===== src/common/pmm_pkg.sv =====
// shared constants and types for the program memory mode map
package pmm_pkg;

  localparam int PMM_PC_W = 21;
  localparam int PMM_KB_BYTES = 1024;
  localparam logic [20:0] PMM_SPACE_END = 21'h1FFFFF;

  // reset and interrupt entry addresses, and the fetch step
  localparam logic [20:0] PMM_VEC_RESET = 21'h000000;
  localparam logic [20:0] PMM_VEC_HIGH = 21'h000008;
  localparam logic [20:0] PMM_VEC_LOW = 21'h000018;
  localparam logic [20:0] PMM_PC_STEP = 21'h000002;

  // boot block size select
  localparam logic [1:0] PMM_BOOT_1K = 2'h0;
  localparam logic [1:0] PMM_BOOT_2K = 2'h1;
  localparam logic [1:0] PMM_BOOT_4K = 2'h2;
  localparam logic [20:0] PMM_BOOT_END_1K = 21'h000400;
  localparam logic [20:0] PMM_BOOT_END_2K = 21'h000800;
  localparam logic [20:0] PMM_BOOT_END_4K = 21'h001000;

  // strobe pin positions on the shared port
  localparam int PMM_PIN_ALE = 0;
  localparam int PMM_PIN_OE = 1;
  localparam int PMM_PIN_WRL = 2;
  localparam int PMM_PIN_WRH = 3;
  localparam int PMM_PIN_BA0 = 4;
  localparam int PMM_PIN_CE = 5;
  localparam int PMM_PIN_LB = 6;
  localparam int PMM_PIN_UB = 7;

  // data eeprom control register window in data space
  localparam logic [11:0] PMM_EE_CTL_BASE = 12'hFA0;
  localparam logic [11:0] PMM_EE_CTL_LAST = 12'hFA3;

  // idle strobe levels and the reset word
  localparam logic [7:0] PMM_STROBE_IDLE = 8'hEE;
  localparam logic [15:0] PMM_NOP_WORD = 16'h0000;

  typedef enum logic [1:0] {
    PMM_MODE_EXT = 2'b00,
    PMM_MODE_BOOT = 2'b01,
    PMM_MODE_EMC = 2'b10,
    PMM_MODE_INT = 2'b11
  } pmm_mode_t;

  typedef enum logic [1:0] {
    PMM_ROUTE_INT = 2'b00,
    PMM_ROUTE_EXT = 2'b01,
    PMM_ROUTE_ZERO = 2'b10
  } pmm_route_t;

  typedef enum logic [2:0] {
    PMM_F_IDLE = 3'b000,
    PMM_F_INT = 3'b001,
    PMM_F_INTW = 3'b010,
    PMM_F_EXT = 3'b011,
    PMM_F_ZERO = 3'b100
  } pmm_fstate_t;

  typedef enum logic [2:0] {
    PMM_X_IDLE = 3'b000,
    PMM_X_ADDR = 3'b001,
    PMM_X_HOLD = 3'b010,
    PMM_X_READ = 3'b011,
    PMM_X_WAIT = 3'b100
  } pmm_xstate_t;

endpackage : pmm_pkg


===== src/common/pmm_ext_if.sv =====
// link between fetch control and the external bus sequencer
`timescale 1ns/1ps
interface pmm_ext_if;
  logic start;
  logic [20:0] addr;
  logic done;
  logic [15:0] data;
  logic [15:0] ad_in;
  logic [7:0] strobes;
  logic [15:0] ad_out;
  logic ad_oe;
  logic busy;
  modport ctrl (output start, output addr, output ad_in, input done, input data,
    input strobes, input ad_out, input ad_oe, input busy);
  modport bus (input start, input addr, input ad_in, output done, output data,
    output strobes, output ad_out, output ad_oe, output busy);
endinterface : pmm_ext_if


===== src/verilog/pmm_ext_bus.sv =====
// external program memory read cycle sequencer
`timescale 1ns/1ps
module pmm_ext_bus
  import pmm_pkg::*;
(
  // clock and reset
  input logic clk,
  input logic reset_n,
  // sequencer side of the link
  pmm_ext_if.bus ext
);

  pmm_xstate_t state_reg;
  logic done_reg;
  logic [15:0] data_reg;

  always_ff @(posedge clk or negedge reset_n) begin
    if (!reset_n) begin
      state_reg <= PMM_X_IDLE;
    end else begin
      case (state_reg)
        PMM_X_IDLE: if (ext.start) state_reg <= PMM_X_ADDR;
        PMM_X_ADDR: state_reg <= PMM_X_HOLD;
        PMM_X_HOLD: state_reg <= PMM_X_READ;
        PMM_X_READ: state_reg <= PMM_X_WAIT;
        PMM_X_WAIT: state_reg <= PMM_X_IDLE;
        default: state_reg <= PMM_X_IDLE;
      endcase
    end
  end

  // capture the word once output enable has stood a cycle
  always_ff @(posedge clk or negedge reset_n) begin
    if (!reset_n) begin
      done_reg <= 1'b0;
      data_reg <= PMM_NOP_WORD;
    end else begin
      done_reg <= (state_reg == PMM_X_WAIT);
      if (state_reg == PMM_X_WAIT) data_reg <= ext.ad_in;
    end
  end

  // strobes, active low except latch enable; fetches never write
  always_comb begin
    ext.strobes = PMM_STROBE_IDLE;
    ext.strobes[PMM_PIN_BA0] = ext.addr[0];
    if (state_reg != PMM_X_IDLE) begin
      ext.strobes[PMM_PIN_CE] = 1'b0;
      ext.strobes[PMM_PIN_LB] = 1'b0;
      ext.strobes[PMM_PIN_UB] = 1'b0;
    end
    ext.strobes[PMM_PIN_ALE] = (state_reg == PMM_X_ADDR);
    ext.strobes[PMM_PIN_OE] = !((state_reg == PMM_X_READ) || (state_reg == PMM_X_WAIT));
  end

  assign ext.ad_out = ext.addr[15:0];
  assign ext.ad_oe = (state_reg == PMM_X_ADDR);
  assign ext.busy = (state_reg != PMM_X_IDLE);
  assign ext.done = done_reg;
  assign ext.data = data_reg;

endmodule : pmm_ext_bus


===== src/verilog/pmm_top.sv =====
// program memory mode map: fetch routing, external bus pins, data path
`timescale 1ns/1ps

module pmm_top
  import pmm_pkg::*;
#(
  parameter int FLASH_KB = 48,
  parameter bit HAS_EXT_BUS = 1'b1
) (
  // clock and reset
  input logic clk,
  input logic reset_n,
  // configuration straps
  input logic [1:0] memory_mode_config_byte,
  input logic [1:0] boot_size_sel,
  // core fetch port
  input logic fetch_req,
  input logic branch_en,
  input logic [20:0] branch_addr,
  input logic irq_high,
  input logic irq_low,
  output logic instr_valid,
  output logic [15:0] instr_data,
  output logic [20:0] prog_counter,
  // on-chip flash read port
  output logic flash_rd_en,
  output logic [20:0] flash_rd_addr,
  input logic [15:0] flash_rd_data,
  // core data port
  input logic data_req,
  input logic data_we,
  input logic [11:0] data_addr,
  input logic [7:0] data_wdata,
  output logic ram_req,
  output logic ram_we,
  output logic [11:0] ram_addr,
  output logic [7:0] ram_wdata,
  output logic ee_ctl_sel,
  output logic [1:0] ee_ctl_idx,
  // external bus pins
  output logic [4:0] ext_addr_hi,
  output logic [15:0] ext_ad_o,
  output logic ext_ad_oe,
  input logic [15:0] ext_ad_i,
  // shared strobe port and its general purpose use
  output logic [7:0] ext_strobe_port_o,
  output logic [7:0] ext_strobe_port_oe,
  input logic [7:0] gpio_out,
  input logic [7:0] gpio_oe
);
  import pmm_pkg::*;

  localparam logic [20:0] FLASH_END = 21'(FLASH_KB * PMM_KB_BYTES);

  function automatic logic [20:0] boot_end_of(input logic [1:0] sel);
    case (sel)
      PMM_BOOT_1K: boot_end_of = PMM_BOOT_END_1K;
      PMM_BOOT_2K: boot_end_of = PMM_BOOT_END_2K;
      default: boot_end_of = PMM_BOOT_END_4K;
    endcase
  endfunction : boot_end_of

  function automatic pmm_route_t route_of(input pmm_mode_t m, input logic [20:0] a,
      input logic [20:0] boot_end);
    case (m)
      PMM_MODE_EXT: route_of = PMM_ROUTE_EXT;
      PMM_MODE_BOOT: route_of = (a < boot_end) ? PMM_ROUTE_INT : PMM_ROUTE_EXT;
      PMM_MODE_EMC: route_of = (a < FLASH_END) ? PMM_ROUTE_INT : PMM_ROUTE_EXT;
      default: route_of = (a < FLASH_END) ? PMM_ROUTE_INT : PMM_ROUTE_ZERO;
    endcase
  endfunction : route_of

  pmm_ext_if ext ();

  pmm_ext_bus u_ext_bus (
    .clk(clk),
    .reset_n(reset_n),
    .ext(ext)
  );

  pmm_mode_t mode_reg;
  logic [1:0] boot_sel_reg;
  logic cfg_taken_reg;
  logic [20:0] pc_reg;
  pmm_fstate_t fstate_reg;
  logic instr_valid_reg;
  logic [15:0] instr_data_reg;
  logic flash_rd_en_reg;
  logic [20:0] flash_rd_addr_reg;
  logic ext_start_reg;
  logic ram_req_reg;
  logic ram_we_reg;
  logic [11:0] ram_addr_reg;
  logic [7:0] ram_wdata_reg;
  logic ee_ctl_sel_reg;
  logic [1:0] ee_ctl_idx_reg;
  logic [4:0] ext_addr_hi_reg;
  logic [15:0] ext_ad_o_reg;
  logic ext_ad_oe_reg;
  logic [7:0] strobe_o_reg;
  logic [7:0] strobe_oe_reg;
  logic redirect;
  logic take;
  logic ext_used;
  logic ee_hit;
  logic [20:0] boot_end;
  pmm_route_t route;

  // straps caught on the first edge after reset release
  always_ff @(posedge clk or negedge reset_n) begin
    if (!reset_n) begin
      mode_reg <= PMM_MODE_INT;
      boot_sel_reg <= PMM_BOOT_1K;
      cfg_taken_reg <= 1'b0;
    end else if (!cfg_taken_reg) begin
      cfg_taken_reg <= 1'b1;
      boot_sel_reg <= boot_size_sel;
      if (HAS_EXT_BUS) begin
        mode_reg <= pmm_mode_t'(memory_mode_config_byte);
      end else begin
        mode_reg <= PMM_MODE_INT;
      end
    end
  end

  assign boot_end = boot_end_of(boot_sel_reg);
  assign route = route_of(mode_reg, pc_reg, boot_end);
  assign redirect = irq_high || irq_low || branch_en;
  assign take = cfg_taken_reg && (fstate_reg == PMM_F_IDLE) && !redirect && fetch_req;
  assign ext_used = (mode_reg != PMM_MODE_INT);

  // program counter and vectors
  always_ff @(posedge clk or negedge reset_n) begin
    if (!reset_n) begin
      pc_reg <= PMM_VEC_RESET;
    end else if (cfg_taken_reg && (fstate_reg == PMM_F_IDLE) && redirect) begin
      if (irq_high) begin
        pc_reg <= PMM_VEC_HIGH;
      end else if (irq_low) begin
        pc_reg <= PMM_VEC_LOW;
      end else begin
        pc_reg <= branch_addr;
      end
    end else if (instr_valid_reg) begin
      pc_reg <= pc_reg + PMM_PC_STEP;
    end
  end

  // fetch sequencing
  always_ff @(posedge clk or negedge reset_n) begin
    if (!reset_n) begin
      fstate_reg <= PMM_F_IDLE;
    end else begin
      case (fstate_reg)
        PMM_F_IDLE: begin
          if (take) begin
            case (route)
              PMM_ROUTE_INT: fstate_reg <= PMM_F_INT;
              PMM_ROUTE_EXT: fstate_reg <= PMM_F_EXT;
              default: fstate_reg <= PMM_F_ZERO;
            endcase
          end
        end
        PMM_F_INT: fstate_reg <= PMM_F_INTW;
        PMM_F_INTW: fstate_reg <= PMM_F_IDLE;
        PMM_F_EXT: if (ext.done) fstate_reg <= PMM_F_IDLE;
        PMM_F_ZERO: fstate_reg <= PMM_F_IDLE;
        default: fstate_reg <= PMM_F_IDLE;
      endcase
    end
  end

  // flash read and external start requests
  always_ff @(posedge clk or negedge reset_n) begin
    if (!reset_n) begin
      flash_rd_en_reg <= 1'b0;
      flash_rd_addr_reg <= PMM_VEC_RESET;
      ext_start_reg <= 1'b0;
    end else begin
      flash_rd_en_reg <= take && (route == PMM_ROUTE_INT);
      ext_start_reg <= take && (route == PMM_ROUTE_EXT);
      if (take) flash_rd_addr_reg <= pc_reg;
    end
  end

  // instruction word answer
  always_ff @(posedge clk or negedge reset_n) begin
    if (!reset_n) begin
      instr_valid_reg <= 1'b0;
      instr_data_reg <= PMM_NOP_WORD;
    end else begin
      instr_valid_reg <= 1'b0;
      case (fstate_reg)
        PMM_F_INTW: begin
          instr_valid_reg <= 1'b1;
          instr_data_reg <= flash_rd_data;
        end
        PMM_F_EXT: begin
          if (ext.done) begin
            instr_valid_reg <= 1'b1;
            instr_data_reg <= ext.data;
          end
        end
        PMM_F_ZERO: begin
          instr_valid_reg <= 1'b1;
          instr_data_reg <= PMM_NOP_WORD;
        end
        default: instr_valid_reg <= 1'b0;
      endcase
    end
  end

  assign ext.start = ext_start_reg;
  assign ext.addr = pc_reg;
  assign ext.ad_in = ext_ad_i;

  // external bus and shared strobe pins
  always_ff @(posedge clk or negedge reset_n) begin
    if (!reset_n) begin
      ext_addr_hi_reg <= 5'h00;
      ext_ad_o_reg <= 16'h0000;
      ext_ad_oe_reg <= 1'b0;
      strobe_o_reg <= 8'h00;
      strobe_oe_reg <= 8'h00;
    end else begin
      ext_addr_hi_reg <= ext.addr[20:16];
      ext_ad_o_reg <= ext.ad_out;
      ext_ad_oe_reg <= ext_used && ext.ad_oe;
      if (ext_used) begin
        strobe_o_reg <= ext.strobes;
        strobe_oe_reg <= 8'hFF;
      end else begin
        strobe_o_reg <= gpio_out;
        strobe_oe_reg <= gpio_oe;
      end
    end
  end

  // data side runs apart from fetch and from the mode
  assign ee_hit = (data_addr >= PMM_EE_CTL_BASE) && (data_addr <= PMM_EE_CTL_LAST);

  always_ff @(posedge clk or negedge reset_n) begin
    if (!reset_n) begin
      ram_req_reg <= 1'b0;
      ram_we_reg <= 1'b0;
      ram_addr_reg <= 12'h000;
      ram_wdata_reg <= 8'h00;
      ee_ctl_sel_reg <= 1'b0;
      ee_ctl_idx_reg <= 2'h0;
    end else begin
      ram_req_reg <= data_req && !ee_hit;
      ee_ctl_sel_reg <= data_req && ee_hit;
      ee_ctl_idx_reg <= data_addr[1:0];
      ram_we_reg <= data_we;
      ram_addr_reg <= data_addr;
      ram_wdata_reg <= data_wdata;
    end
  end

  assign instr_valid = instr_valid_reg;
  assign instr_data = instr_data_reg;
  assign prog_counter = pc_reg;
  assign flash_rd_en = flash_rd_en_reg;
  assign flash_rd_addr = flash_rd_addr_reg;
  assign ram_req = ram_req_reg;
  assign ram_we = ram_we_reg;
  assign ram_addr = ram_addr_reg;
  assign ram_wdata = ram_wdata_reg;
  assign ee_ctl_sel = ee_ctl_sel_reg;
  assign ee_ctl_idx = ee_ctl_idx_reg;
  assign ext_addr_hi = ext_addr_hi_reg;
  assign ext_ad_o = ext_ad_o_reg;
  assign ext_ad_oe = ext_ad_oe_reg;
  assign ext_strobe_port_o = strobe_o_reg;
  assign ext_strobe_port_oe = strobe_oe_reg;

  // checks
  AST_RESET_PC: assert property (@(posedge clk) disable iff (!reset_n)
    !cfg_taken_reg |=> pc_reg == PMM_VEC_RESET)
    else $error("pc not at zero before first fetch");

  AST_VEC_HIGH: assert property (@(posedge clk) disable iff (!reset_n)
    cfg_taken_reg && fstate_reg == PMM_F_IDLE && irq_high |=> pc_reg == PMM_VEC_HIGH)
    else $error("high interrupt entry wrong");

  AST_VEC_LOW: assert property (@(posedge clk) disable iff (!reset_n)
    cfg_taken_reg && fstate_reg == PMM_F_IDLE && !irq_high && irq_low
    |=> pc_reg == PMM_VEC_LOW)
    else $error("low interrupt entry wrong");

  AST_ZERO_READ: assert property (@(posedge clk) disable iff (!reset_n)
    take && mode_reg == PMM_MODE_INT && pc_reg >= FLASH_END
    |=> ##1 instr_valid_reg && instr_data_reg == PMM_NOP_WORD && !flash_rd_en_reg)
    else $error("read above flash not zero");

  AST_EXT_NO_FLASH: assert property (@(posedge clk) disable iff (!reset_n)
    cfg_taken_reg && mode_reg == PMM_MODE_EXT |-> !flash_rd_en_reg)
    else $error("flash used in external-only mode");

  AST_BOOT_LIMIT: assert property (@(posedge clk) disable iff (!reset_n)
    take && mode_reg == PMM_MODE_BOOT |=> flash_rd_en_reg == (flash_rd_addr_reg < boot_end))
    else $error("boot block split wrong");

  AST_INT_LAT: assert property (@(posedge clk) disable iff (!reset_n)
    take && route == PMM_ROUTE_INT
    |=> flash_rd_en_reg ##1 !instr_valid_reg ##1 instr_valid_reg)
    else $error("internal fetch timing wrong");

  AST_EXT_LAT: assert property (@(posedge clk) disable iff (!reset_n)
    take && route == PMM_ROUTE_EXT
    |=> ##1 !strobe_o_reg[PMM_PIN_ALE] ##1 strobe_o_reg[PMM_PIN_ALE] && ext_ad_oe_reg
    ##2 !strobe_o_reg[PMM_PIN_OE] && !strobe_o_reg[PMM_PIN_CE] ##2 instr_valid_reg)
    else $error("external fetch sequence wrong");

  AST_NO_BUS_GPIO: assert property (@(posedge clk) disable iff (!reset_n)
    cfg_taken_reg && mode_reg == PMM_MODE_INT |=> strobe_oe_reg == $past(gpio_oe))
    else $error("strobe pins not released to port");

  AST_FORCED_INT: assert property (@(posedge clk) disable iff (!reset_n)
    cfg_taken_reg && !HAS_EXT_BUS |-> mode_reg == PMM_MODE_INT)
    else $error("mode not forced without bus");

  AST_DATA_PASS: assert property (@(posedge clk) disable iff (!reset_n)
    data_req && !ee_hit |=> ram_req_reg && ram_addr_reg == $past(data_addr))
    else $error("data ram access lost");

  AST_EE_WINDOW: assert property (@(posedge clk) disable iff (!reset_n)
    data_req && ee_hit |=> ee_ctl_sel_reg && !ram_req_reg)
    else $error("eeprom control access misrouted");

  AST_EXT_BUSY: assert property (@(posedge clk) disable iff (!reset_n)
    ext.busy |-> fstate_reg == PMM_F_EXT)
    else $error("external cycle outside fetch");

endmodule : pmm_top

===== config.mk =====
export PLATFORM = sky130hd
export DESIGN_NAME = pmm_top
export DESIGN_NICKNAME = d
export VERILOG_FILES = /design/src/common/pmm_pkg.sv /design/src/common/pmm_ext_if.sv /design/src/verilog/pmm_ext_bus.sv /design/src/verilog/pmm_top.sv
export SDC_FILE = /design/constraint.sdc
export NUM_CORES = 1
export LEC_CHECK = 0
export BUFFER_PORTS_ARGS = -buffer_cell sky130_fd_sc_hd__buf_2
export CAP_MARGIN = 40
export CORE_MARGIN = 8
export CORE_UTILIZATION = 49
export DETAILED_ROUTE_END_ITERATION = 10
export PLACE_DENSITY_LB_ADDON = 0.1
export RECOVER_POWER = 50
export SLEW_MARGIN = 40
export SYNTH_ARGS = -nofsm -noshare
export SYNTH_HDL_FRONTEND = slang
export SYNTH_SLANG_ARGS = --single-unit

===== constraint.sdc =====
create_clock -name clk -period 2.4 [get_ports clk]
set_clock_uncertainty 0.15 [all_clocks]
set_input_delay 0.6 -clock clk [delete_from_list [all_inputs] [get_ports clk]]
set_output_delay 0.6 -clock clk [all_outputs]
set_load 0.02 [all_outputs]

==> results_dict.tcl <==
set metrics [dict create \
    syn_area_mm2 0.005867 \
    drc_errors 0 \
    fin_setup_tns_ps 0 \
    rows 40 \
    start_util 0.4946 \
    synth_seq_cells 150 \
    vias 4669 \
    final_nets 825 \
    drt-pass1-iter-count 5 \
    drt_iter0_drc 260 \
    grtUsageMet2 0.3503 \
    hold_viol_final 0 \
    rrSetupSlack_ps 210 \
    layout_commonest_cell "buf_2" \
    gp_congestion 0.8717 \
    avgSynthCellArea_um2 12.27 \
    reg2reg_depth 5 \
    die_y_um 125.4 \
    die_x_um 125.4 \
    critical_path_required_ps 1650 \
    grt_max_degree 45 \
    cts-buffers-inserted 17 \
    hp-start "data_wdata[2]" \
    p_leak_nw 3.960 \
    drv_cap 0 \
    rr_startpoint "fstate_reg[2]" \
    core_mm2 0.01186 \
    synth-warning-count 0 \
    worst_hold_slack_ps 146.8 \
    overflow 0 \
    crit_path_max_fanout 9 \
    synthFlopType "dfrtp_1" \
    dieArea_mm2 0.01573 \
    power_density_mw_per_mm2 891.4 \
    worstSkewPairLatency_ps 410 \
    async_reset_ff_frac 1.000 \
    period_minus_slack_ps 2210 \
    regToRegEndpoint "prog_counter[19]" \
    rsz0062_at_grt "false" \
    drive_gt1_frac 0.4256 \
    holdPathStages 1 \
    finalCritPeriodShare 0.9209 \
    ys_types 58 \
    cpMaxStageDelayCell "clkbuf_1" \
    whs_endpoint "ram_wdata[2]" \
    cp.buffers_inverters 2 \
    syn_nets 582 \
    fmax_ghz 0.4524 \
    busiest_layer "met2" \
    crit_path_max_incr_delay_ps 400 \
    cts_tree "yes" \
    antenna_cells 0 \
    min_path_type "in2reg" \
    grt_util_met3 0.06672 \
    path_cells "clkbuf_1 -> buf_2" \
    finalSetupViolCount 0 \
    io_pins 224 \
    track_usage 0.2056 \
    synth_edf_count 0 \
    drv_slew 0 \
    vias_per_cell 5.306 \
    clkTransAtPathRegs_ps 60 \
    post_cts_buffers 0 \
    drt.antenna.violating_nets 0 \
    cp.arrival_ps 1460 \
    wl_per_cell_um 17.88 \
    fillers 962 \
    layout_common_cells "buf_2 (218), dfrtp_1 (148), nand2_1 (51)" \
    grt_antenna_before_repair 0 \
    critPathTopFamily "buffers and inverters" \
    critPathKind "reg2out" \
    slew_headroom 0.2756 \
    gr-usage-met1 0.2385 \
    hpwl_um 11560 \
    port_buffers 223 \
    outcome "complete, no violations" \
    root_buffer "clkbuf_16" \
    tightest_slew_ps 1087 \
    grt_pass1_wl_um 25700 \
    totalWireLength_um 15740 \
    htreeDepth 4 \
    ys_seq_area_frac 0.6402 \
    startpoint_type "flop" \
    vdd_drop_max_v 0.0004286 \
    cts_sinks 150 \
    cts_max_path_buffers 2 \
    endpoint_kind "primary output" \
    first_global_vias 5012 \
    syn_to_final_growth_pct 32.69 \
    synth_cells 478 \
]
==> timing repair <==
item	CTS	global route
resized for setup	0	0
hold buffers	1	0
endpoints found under the hold margin	37	0
==> power by group <==
| part | internal, W | leakage, nW | switching, W |
|---|---|---|---|
| registers | 0.00294 | 1.88 | 0.000217 |
| logic | 0.000543 | 1.80 | 0.000762 |
| clock network | 0.00152 | 0.275 | 0.000956 |
==> synthesized netlist by cell type, drive strengths merged (8+ instances only) <==
cell | instances | area (um2)
buf | 17 | 100.1
or3 | 8 | 50.05
nand2 | 51 | 191.4
mux2 | 37 | 416.7
a21oi | 13 | 68.82
dfrtp | 148 | 3704
nand2b | 14 | 87.58
inv | 9 | 33.78
o21ai | 31 | 155.1
a22oi | 18 | 135.1
nor2 | 21 | 78.83
clkbuf | 9 | 33.78
nand3 | 11 | 55.05
==> layer usage <==
layer  wire (um)  up-vias
met4         144        0
met2        8069      186
met3        1147       11
met1        6374     2277
met5           0        -
li1            -     2195
==> area by class of cell <==
class                           instances  area [um2]  area share
Tap cell                              147       183.9     0.02363
Multi-Input combinational cell        293        1948      0.2502
Clock buffer                           23       488.0     0.06268
Inverter                                9       33.78    0.004339
Timing Repair Buffer                  250        1301      0.1671
Sequential cell                       150        3756      0.4825
Clock inverter                          8       73.82    0.009482
==> worst max-delay path by stage <==
| stage | from | end | slack (ps) | depth (start not counted) |
|---|---|---|---|---|
| final | prog_counter[9] | prog_counter[9] | 190 | 2 |
| after CTS | fstate_reg[2] | prog_counter[19] | 200 | 5 |
| after floorplan | prog_counter[1] | prog_counter[17] | 350 | 5 |
| after global routing | fstate_reg[2] | prog_counter[19] | 80 | 5 |
| after global placement | irq_high | prog_counter[5] | 270 | 5 |
| after detailed placement | irq_high | prog_counter[5] | 220 | 5 |
==> metrics by stage <==
| step | instance area (um2) | total power [W] | instances | setup WS (ps) | util |
|---|---|---|---|---|---|
| 3_3_place_gp | 7269 | 0.004486 | 848 | 265.5 | 0.6129 |
| 2_1_floorplan | 5867 | 0.003963 | 478 | 348.8 | - |
| 4_1_cts | 7841 | 0.007046 | 880 | 204.4 | 0.6611 |
| 5_1_grt | 7785 | 0.007296 | 880 | 79.68 | 0.6563 |
| 6_report | 7785 | 0.006939 | 880 | 189.7 | 0.6563 |
| 3_5_place_dp | 7269 | 0.004542 | 848 | 224.4 | 0.6129 |
==> logic make-up after synthesis <==
kind of cell | synth area share
flip-flops | 0.6402
adder cells (fa/ha/maj) | 0.006399
buffers and inverters | 0.02858
AO/OA/AOI/OAI | 0.1179
XOR/XNOR | 0.004479
other | 0.0006392
multiplexers | 0.07102
AND/OR/NAND/NOR | 0.1307
Note: power is estimated with default switching activity, not from simulation.
